## src/common/bsc_pkg.sv

```systemverilog
package bsc_pkg;
  // Brake mode selector encodings
  localparam logic [3:0] MODE_NORMAL = 4'h0;
  localparam logic [3:0] MODE_CONF = 4'h7;
  localparam logic [3:0] MODE_NOCONF = 4'h8;
  // Overspeed threshold value that switches the check off
  localparam logic [13:0] OVS_OFF = 14'h270F;
  // Timing base
  localparam int CLK_PERIOD_NS = 100;
  localparam int MS_NS = 1000000;
  localparam int TICK_CYC = MS_NS / CLK_PERIOD_NS;
  localparam int SUPERV_TMO_S = 2;
  localparam logic [12:0] SUPERV_TMO_MS = 13'(SUPERV_TMO_S * 1000);
  localparam logic [12:0] TMR_MAX = 13'h1FFF;
  // Fault vector bit positions
  localparam int F_OVS = 0;
  localparam int F_DEC = 1;
  localparam int F_GRV = 2;
  localparam int F_RTO = 3;
  localparam int F_CTO = 4;
  localparam int F_LOST = 5;
  localparam int F_ENG = 6;
  localparam int NFLT = 7;
  // Synchronised pin bit positions
  localparam int P_FWD = 0;
  localparam int P_REV = 1;
  localparam int P_JOG = 2;
  localparam int P_SFS = 3;
  localparam int P_CONF = 4;
  localparam int NPIN = 5;
  localparam logic [NPIN-1:0] PIN_RST = 5'h00;
  localparam logic [NFLT-1:0] FLT_RST = 7'h00;

  typedef enum logic [2:0] {
    BSC_IDLE = 3'h0,
    BSC_WAIT_CUR = 3'h1,
    BSC_WAIT_CONF = 3'h3,
    BSC_START_HOLD = 3'h2,
    BSC_RUN = 3'h6,
    BSC_WAIT_ENG = 3'h7,
    BSC_STOP_HOLD = 3'h5,
    BSC_FAULT = 3'h4
  } bsc_state_t;
endpackage

```

## src/hdl/bsc_tick.sv

```systemverilog
`timescale 1ns/100ps
module bsc_tick import bsc_pkg::*; #(
  parameter int TICK_CYCLES = TICK_CYC
) (
  input wire logic sys_clk,
  input wire logic srst,
  output logic tick
);
  typedef struct packed {
    logic [15:0] cnt;
    logic tick;
  } bsc_tick_st_t;

  bsc_tick_st_t q_r, q_nxt;

  always_comb begin
    q_nxt = q_r;
    q_nxt.tick = 1'b0;
    if (q_r.cnt == 16'(TICK_CYCLES - 1)) begin
      q_nxt.cnt = 16'h0000;
      q_nxt.tick = 1'b1;
    end else begin
      q_nxt.cnt = q_r.cnt + 16'h0001;
    end
  end

  always_ff @(posedge sys_clk) begin
    if (srst) begin
      q_r <= '0;
    end else begin
      q_r <= q_nxt;
    end
  end

  assign tick = q_r.tick;
endmodule // bsc_tick

```

## src/hdl/bsc_brake_seq.sv

```systemverilog
`timescale 1ns/100ps
// Operation
// (RL1) Mode 0 normal, 7 sequencing with confirm, 8 sequencing without confirm.
// (RL2) Configuring party should prefer mode 7 for fuller control.
// (RL3) Jog or second-function at stop falls back to normal operation.
// (RL4) Once a sequence starts, jog and second-function are ignored until it ends.
// (RL5) Release speed 0..900 r/min, valid only when not above engage speed.
// (RL6) Release current 0..200 percent of rated current.
// (RL7) Release current detect time 0..2 s.
// (RL8) Start hold delay 0..5 s.
// (RL9) Stop hold delay 0..5 s.
// (RL10) Engage speed 0..900 r/min, valid only when not below release speed.
// (RL11) Decel check selector 1 faults on abnormal deceleration; 0 disables.
// (RL12) Abnormal decel check suppressed during stall prevention.
// (RL13) Vector control overspeed: detected minus output above threshold; 9999 disables.
// (RL14) Any fault: alarm, output off, release request off.
// (RL15) Release request while motor at stop raises gravity-drop fault.
// (RL16) No release request 2 s after run command raises a fault.
// (RL17) Confirm must follow request within 2 s, else timeout fault.
// (RL18) Confirm dropping while request held raises confirm-lost fault.
// (RL19) Confirm must clear within 2 s of request release, else fault.
// (RL20) Confirm input used only in mode 7.
// (RL21) Acceleration and deceleration times should be 1 s or longer.
// (RL22) Speed control must be selected before sequencing.
// (RL23) Request after detect time once speed and current reach release thresholds.
// (RL24) After confirm and start hold delay, ramp speed command to set speed.
// (RL25) Release request off at engage speed; output off after stop hold delay.
// (RL26) Mode 8 times hold delays from the request edge instead of confirm.
// (RL27) All delays and timeouts count millisecond ticks from a prescaler.
// (RL28) Faults stay latched with output and request off until fault reset.
module bsc_brake_seq import bsc_pkg::*; #(
  parameter int TICK_CYCLES = TICK_CYC
) (
  input wire logic sys_clk,
  input wire logic srst,
  input wire logic run_fwd,
  input wire logic run_rev,
  input wire logic jog_in,
  input wire logic second_function_select,
  input wire logic brake_release_confirm,
  input wire logic [3:0] brake_mode_select,
  input wire logic [9:0] release_speed_threshold,
  input wire logic [7:0] release_current_threshold,
  input wire logic [10:0] release_current_detect_time,
  input wire logic [12:0] start_hold_delay,
  input wire logic [9:0] engage_speed_threshold,
  input wire logic [12:0] stop_hold_delay,
  input wire logic decel_check_select,
  input wire logic [13:0] overspeed_threshold,
  input wire logic vector_control_active,
  input wire logic stall_prevent_active,
  input wire logic decel_abnormal,
  input wire logic motor_at_stop,
  input wire logic [9:0] speed_command,
  input wire logic [13:0] detected_speed,
  input wire logic [13:0] output_speed,
  input wire logic [7:0] output_current,
  input wire logic fault_reset,
  output logic brake_release_request,
  output logic output_enable,
  output logic speed_hold,
  output logic ramp_release,
  output logic normal_mode,
  output logic sequence_active,
  output logic alarm,
  output logic overspeed_fault,
  output logic abnormal_decel_fault,
  output logic gravity_drop_fault,
  output logic release_request_timeout_fault,
  output logic confirm_timeout_fault,
  output logic confirm_lost_fault,
  output logic engage_timeout_fault
);
  typedef struct packed {
    bsc_state_t st;
    logic [NPIN-1:0] s1;
    logic [NPIN-1:0] s2;
    logic [12:0] tmr;
    logic [10:0] det;
    logic req;
    logic oen;
    logic hold;
    logic ramp;
    logic normal;
    logic [NFLT-1:0] flt;
    logic alm;
    logic seq;
  } bsc_st_t;

  bsc_st_t q_r, q_nxt;
  logic tick;
  logic run, conf_used, seq_mode, ovs_hit, cur_ok;
  logic [NFLT-1:0] raise;

  bsc_tick #(.TICK_CYCLES(TICK_CYCLES)) u_tick (
    .sys_clk(sys_clk),
    .srst(srst),
    .tick(tick)
  ); // RL27

  always_comb begin
    q_nxt = q_r;
    raise = FLT_RST;
    // Pins pass two flops; only the second stage is read below
    q_nxt.s1 = {brake_release_confirm, second_function_select, jog_in, run_rev, run_fwd};
    q_nxt.s2 = q_r.s1;
    run = q_r.s2[P_FWD] | q_r.s2[P_REV];
    conf_used = (brake_mode_select == MODE_CONF); // RL20
    // Mismatched speed thresholds leave sequencing off rather than guessing
    seq_mode = ((brake_mode_select == MODE_CONF) || (brake_mode_select == MODE_NOCONF))
      && (release_speed_threshold <= engage_speed_threshold); // RL1 RL5 RL10
    // Only positive slip is checked, so the difference below can never wrap
    ovs_hit = vector_control_active && (overspeed_threshold != OVS_OFF)
      && (detected_speed > output_speed)
      && ((detected_speed - output_speed) > overspeed_threshold); // RL13
    cur_ok = (speed_command >= release_speed_threshold)
      && (output_current >= release_current_threshold); // RL6
    if (tick && (q_r.tmr != TMR_MAX)) begin
      q_nxt.tmr = q_r.tmr + 13'h0001; // RL27
    end
    case (q_r.st)
      BSC_IDLE: begin
        q_nxt.req = 1'b0;
        q_nxt.hold = 1'b0;
        q_nxt.ramp = 1'b0;
        if (!seq_mode || q_r.s2[P_JOG] || q_r.s2[P_SFS]) begin // RL4
          q_nxt.normal = 1'b1; // RL3
          q_nxt.oen = run;
        end else if (run && !q_r.oen) begin
          q_nxt.normal = 1'b0;
          q_nxt.oen = 1'b1;
          q_nxt.hold = 1'b1;
          q_nxt.st = BSC_WAIT_CUR;
          q_nxt.tmr = 13'h0000;
          q_nxt.det = 11'h000;
        end else begin
          // A normal run still going keeps its output until the run drops
          q_nxt.normal = q_r.oen;
          q_nxt.oen = q_r.oen & run;
        end
      end
      BSC_WAIT_CUR: begin
        if (!run) begin
          q_nxt.oen = 1'b0;
          q_nxt.hold = 1'b0;
          q_nxt.st = BSC_IDLE;
        end else if (q_r.tmr >= SUPERV_TMO_MS) begin
          raise[F_RTO] = 1'b1; // RL16
        end else if (cur_ok) begin
          if (q_r.det >= release_current_detect_time) begin
            q_nxt.req = 1'b1; // RL23 RL7
            q_nxt.tmr = 13'h0000;
            q_nxt.st = conf_used ? BSC_WAIT_CONF : BSC_START_HOLD; // RL26
            if (motor_at_stop) begin
              raise[F_GRV] = 1'b1; // RL15
            end
          end else if (tick) begin
            q_nxt.det = q_r.det + 11'h001;
          end
        end else begin
          q_nxt.det = 11'h000;
        end
      end
      BSC_WAIT_CONF: begin
        if (q_r.s2[P_CONF]) begin
          q_nxt.st = BSC_START_HOLD;
          q_nxt.tmr = 13'h0000;
        end else if (q_r.tmr >= SUPERV_TMO_MS) begin
          raise[F_CTO] = 1'b1; // RL17
        end
      end
      BSC_START_HOLD: begin
        if (conf_used && !q_r.s2[P_CONF]) begin
          raise[F_LOST] = 1'b1; // RL18
        end else if (q_r.tmr >= start_hold_delay) begin
          q_nxt.hold = 1'b0; // RL8 RL24
          q_nxt.ramp = 1'b1;
          q_nxt.st = BSC_RUN;
        end
      end
      BSC_RUN: begin
        if (conf_used && !q_r.s2[P_CONF]) begin
          raise[F_LOST] = 1'b1; // RL18
        end else if (!run) begin
          if (decel_check_select && !stall_prevent_active && decel_abnormal) begin
            raise[F_DEC] = 1'b1; // RL11 RL12
          end else if (detected_speed <= 14'(engage_speed_threshold)) begin
            q_nxt.req = 1'b0; // RL25
            q_nxt.ramp = 1'b0;
            q_nxt.tmr = 13'h0000;
            q_nxt.st = conf_used ? BSC_WAIT_ENG : BSC_STOP_HOLD; // RL26
          end
        end
      end
      BSC_WAIT_ENG: begin
        if (!q_r.s2[P_CONF]) begin
          q_nxt.st = BSC_STOP_HOLD;
          q_nxt.tmr = 13'h0000;
        end else if (q_r.tmr >= SUPERV_TMO_MS) begin
          raise[F_ENG] = 1'b1; // RL19
        end
      end
      BSC_STOP_HOLD: begin
        if (q_r.tmr >= stop_hold_delay) begin
          q_nxt.oen = 1'b0; // RL9 RL25
          q_nxt.st = BSC_IDLE;
        end
      end
      BSC_FAULT: begin
        q_nxt.req = 1'b0;
        q_nxt.oen = 1'b0;
        if (fault_reset) begin
          q_nxt.flt = FLT_RST; // RL28
          q_nxt.st = BSC_IDLE;
        end
      end
      default: begin
        q_nxt.st = BSC_FAULT;
        q_nxt.req = 1'b0;
        q_nxt.oen = 1'b0;
      end
    endcase
    if ((q_r.st != BSC_IDLE) && (q_r.st != BSC_FAULT) && ovs_hit) begin
      raise[F_OVS] = 1'b1; // RL13
    end
    if (|raise) begin
      q_nxt.flt = q_r.flt | raise; // RL14
      q_nxt.st = BSC_FAULT;
      q_nxt.req = 1'b0;
      q_nxt.oen = 1'b0;
      q_nxt.hold = 1'b0;
      q_nxt.ramp = 1'b0;
    end
    // Status decoded ahead of the register so both outputs leave straight from flops
    q_nxt.alm = (q_nxt.st == BSC_FAULT);
    q_nxt.seq = (q_nxt.st != BSC_IDLE) && (q_nxt.st != BSC_FAULT);
  end

  always_ff @(posedge sys_clk) begin
    if (srst) begin
      q_r.st <= BSC_IDLE;
      q_r.s1 <= PIN_RST;
      q_r.s2 <= PIN_RST;
      q_r.tmr <= 13'h0000;
      q_r.det <= 11'h000;
      q_r.req <= 1'b0;
      q_r.oen <= 1'b0;
      q_r.hold <= 1'b0;
      q_r.ramp <= 1'b0;
      q_r.normal <= 1'b1;
      q_r.flt <= FLT_RST;
      q_r.alm <= 1'b0;
      q_r.seq <= 1'b0;
    end else begin
      q_r <= q_nxt;
    end
  end

  // Each output is a flop or a flop field; no gating after the register
  assign brake_release_request = q_r.req;
  assign output_enable = q_r.oen;
  assign speed_hold = q_r.hold;
  assign ramp_release = q_r.ramp;
  assign normal_mode = q_r.normal;
  assign overspeed_fault = q_r.flt[F_OVS];
  assign abnormal_decel_fault = q_r.flt[F_DEC];
  assign gravity_drop_fault = q_r.flt[F_GRV];
  assign release_request_timeout_fault = q_r.flt[F_RTO];
  assign confirm_timeout_fault = q_r.flt[F_CTO];
  assign confirm_lost_fault = q_r.flt[F_LOST];
  assign engage_timeout_fault = q_r.flt[F_ENG];
  assign alarm = q_r.alm;
  assign sequence_active = q_r.seq;
endmodule // bsc_brake_seq

```

## config.mk

```make
export PLATFORM = sky130hd
export DESIGN_NAME = bsc_brake_seq
export DESIGN_NICKNAME = d
export VERILOG_FILES = /design/src/common/bsc_pkg.sv /design/src/hdl/bsc_tick.sv /design/src/hdl/bsc_brake_seq.sv
export SDC_FILE = /design/constraint.sdc
export NUM_CORES = 1
export LEC_CHECK = 0
export BUFFER_PORTS_ARGS = -buffer_cell sky130_fd_sc_hd__clkbuf_2
export CAP_MARGIN = 10
export CORE_MARGIN = 2
export CORE_UTILIZATION = 35
export DETAILED_ROUTE_END_ITERATION = 12
export GPL_TIMING_DRIVEN = 0
export SLEW_MARGIN = 10
export SYNTH_ARGS = -nofsm -noshare
export SYNTH_HDL_FRONTEND = slang
export SYNTH_HIERARCHICAL = 1
export SYNTH_SLANG_ARGS = --single-unit
```

## constraint.sdc

```tcl
create_clock -name sys_clk -period 5.28 [get_ports sys_clk]
set_input_delay 0.792 -clock sys_clk [delete_from_list [all_inputs] [get_ports sys_clk]]
set_output_delay 0.792 -clock sys_clk [all_outputs]
set_load 0.01 [all_outputs]
```

==> flow_metrics.env <==
export IMPL_start_util_pct=35.34
export IMPL_power_w=0.001434
export IMPL_worst_path_max_fanout=6
export IMPL_timing_critical_path_arrival_ps=4670
export IMPL_setup_worst_path_start="output_speed[1]"
export IMPL_finalSetupViolations=0
export IMPL_cts_tree="yes"
export IMPL_core_area_mm2=0.01712
export IMPL_synth_fp_nets=1015
export IMPL_dr_total_vias=5701
export IMPL_finish_cell_count_without_fillers=1159
export IMPL_final_max_slew_viol_count=0
export IMPL_clkTransAtPathRegs_ps=50
export IMPL_grt_pass1_vias=5270
export IMPL_crit_slowest_cell="a2111oi_0"
export IMPL_drive_above_1_share_pct=20.45
export IMPL_period_minus_slack_ps=4442
export IMPL_worst_slew_margin_rel_pct=59.36
export IMPL_synth_top_cells_by_area="dfxtp_1, ha_1, inv_1"
export IMPL_outcome="complete, no violations"
export IMPL_numCtsBuffers=9
export IMPL_finalHoldViolCount=0
export IMPL_grt_usage_pct=16.92
export IMPL_min_delay_path_class="reg2reg"
export IMPL_maximum_ir_drop_on_the_vdd_rail_mv=0.1254
export IMPL_post_cts_setup_buffers=0
export IMPL_crit_path_cell_trace="clkbuf_2 > inv_1 > ha_1 > nor2b_1 > o21a_1 > o21ai_0 > a211oi_1 > o31ai_1 > o21bai_1 > a21oi_1 > xnor2_1 > ha_1 > nand4_1 > a2111oi_0 > o31a_1 > a211o_1 > nor2_1 > and2_1"
export IMPL_cts_root_buffer="clkbuf_16"
export IMPL_post_route_period_util_pct=84.13
export IMPL_placement_io_buffers=155
export IMPL_rows=48
export IMPL_post_synth_num_cell_types=66
export IMPL_chipWidth_um=135.5
export IMPL_grt_setup_unrepaired="no"
export IMPL_max_flop_register="q_r"
export IMPL_p_leak_nw=3.724
export IMPL_grt_start_max_net_pins=11
export IMPL_design_die_area_mm2=0.01835
export IMPL_ys_seq_elements=68
export IMPL_post_drt_via_cell_ratio=4.919
export IMPL_cts_repair_resize_count=0
export IMPL_finalWirelength_mm=15.27
export IMPL_worst_hold_path_num_cells=1
export IMPL_synth_seq_area_share_pct=22.51
export IMPL_antenna_found_initial=0
export IMPL_syn_cell_area_mm2=0.006048
export IMPL_synth_flop_cell="dfxtp_1"
export IMPL_timing_hold_worst_endpoint="q_r[39]"
export IMPL_dieHeight_um=135.5
export IMPL_crit_path_max_incr_delay_ps=540
export IMPL_postRouteAntennaNets=0
export IMPL_design_final_nets=1181
export IMPL_drt_pass1_iterations=4
export IMPL_end_kind="register"
export IMPL_synth_area_per_cell_um2=7.906
export IMPL_clock_path_buffers=2
export IMPL_achievable_frequency_mhz=225.1
export IMPL_fin_setup_tns_ps=0
export IMPL_hpwl_mm=12.72
export IMPL_drv_cap=0
export IMPL_top_cell_by_count_worst_path="ha_1"
export IMPL_r2r_start="q_r[22]"
export IMPL_flip_flop_count_of_the_largest_register_after_layout=32
export IMPL_synth_enable_flop_cells=0
export IMPL_depth_of_the_worst_register_to_register_path=10
export IMPL_route_detailed_drc=0
export IMPL_worst_setup_path_start_kind="primary input"
export IMPL_clk_insertion_delay_late_ps=330
export IMPL_postSynthCellCount=765
export IMPL_synth_largest_type_area_fraction_pct=22.51
export IMPL_placed_cells=1145
export IMPL_flow_area_growth_from_synthesis_pct=22.30
export IMPL_hold_path_startpoint="q_nxt[39]"
export IMPL_cts_num_sinks=68
export IMPL_async_reset_ff_share_pct=0
export IMPL_overflow=0
export IMPL_yosys_warnings=6
export IMPL_holdBufCountCts=0
export IMPL_cellPowerDensity_mw_per_mm2=193.9
export IMPL_grt_first_pass_wirelength_mm=24.92
export IMPL_yosys_cell_count_top_type="inv_1"
export IMPL_top_level_ports=156
export IMPL_synth_largest_area_cell="dfxtp_1"
export IMPL_post_drt_wl_per_cell_um=13.18
export IMPL_path_class="in2reg"
export IMPL_antenna_cells_inserted=0
export IMPL_cts_h_tree_depth=3
export IMPL_reg2reg_setup_slack_ps=2540
export IMPL_largest_clock_skew_in_the_final_design_ps=7.146
export IMPL_fillers=1818
export IMPL_routability_congestion_estimate_from_global_placement=0.8629
export IMPL_r2r_end="q_r[24]"
export IMPL_synth_top_cells_by_count="inv_1, ha_1, nor2_1"
export IMPL_starting_drt_drc_count=196
export IMPL_worst_slew_pin_slew_ps=605.5
export IMPL_finalWorstSetupSlack_ps=837.7
export IMPL_worst_path_required_ps=5500
export IMPL_dp_worst_slack_ps=440.7
cell type report:
cell class,count,area [um2],share of cell area [%]
multi-input combinational,571,4190,56.65
buffer,15,80.08,1.083
inverter,111,416.7,5.633
clock inverter,2,35.03,0.4736
sequential,68,1361,18.40
tap,225,281.5,3.806
clock buffer,12,256.5,3.468
timing repair buffer,155,775.7,10.49
logic make-up (layout without fill, tap and decap cells):
family / count (synthesis) / count (layout) / synth area share (%)
AO/OA/AOI/OAI: 163 / 163 / 18.29
XOR/XNOR: 38 / 38 / 5.503
adder cells (fa/ha/maj): 108 / 108 / 22.47
buffers and inverters: 126 / 295 / 8.213
flip-flops: 68 / 68 / 22.51
multiplexers: 1 / 1 / 0.1655
AND/OR/NAND/NOR: 261 / 261 / 22.86
critical path, delay by kind of cell:
kind / cells / cell delay, ps
adders and majority gates: 2 / 570
buffers and inverters: 2 / 140
AOI/OAI and AO/OA: 9 / 2480
xor gates and xnor gates: 1 / 90
and+or+nand+nor: 4 / 580
metal layers:
metal / wire [um] / GRT usage, %
met1: 7196 / 21.44
met4: 233 / 3.993
met5: 0 / 0
met3: 711 / 3.666
met2: 7131 / 29.36
where the power goes:
group | leakage, nW | switching (W) | internal [W]
Combinational | 3.03 | 0.000164 | 0.000149
Clock | 0.145 | 0.000211 | 0.000385
Sequential | 0.551 | 0.00000387 | 0.000520
cells in the final DEF, fill, tap and decap left out, drive strengths merged, types with 3 or more instances in the layout:
cell	Yosys	layout
nor4	9	9
a211oi	10	10
buf	4	4
xor2	9	9
xnor2	29	29
nand3	23	23
nand4b	3	3
o31ai	6	6
nand2	33	33
o21ai	39	39
a2111oi	5	5
o31a	3	3
or3	4	4
a31oi	7	7
nand4	24	24
nor2b	23	23
dfxtp	68	68
nand2b	21	21
nor2	75	75
clkbuf	11	178
or2	5	5
a21oi	43	43
inv	111	111
nor3	15	15
a21boi	3	3
o211ai	15	15
o21a	4	4
a21o	12	12
ha	107	107
and3	13	13
worst max-delay path by stage:
stage	slack, ps	endpoint	cells past startpoint
after floorplan	1290	speed_hold	18
after global placement	380	brake_release_request	19
after detailed placement	440	brake_release_request	19
after CTS	790	brake_release_request	19
after global routing	400	speed_hold	19
final	840	sequence_active	18
stage by stage:
step / hold slack [ps] / instance area, um2 / utilization, %
floorplan: 413.8 / 6048 / -
global placement: 418.6 / 7106 / 41.51
detailed placement: 425.3 / 7106 / 41.51
CTS: 438.2 / 7397 / 43.22
global route: 452.6 / 7397 / 43.22
finish: 435.8 / 7397 / 43.22
Power figures use the tool's default switching activity.
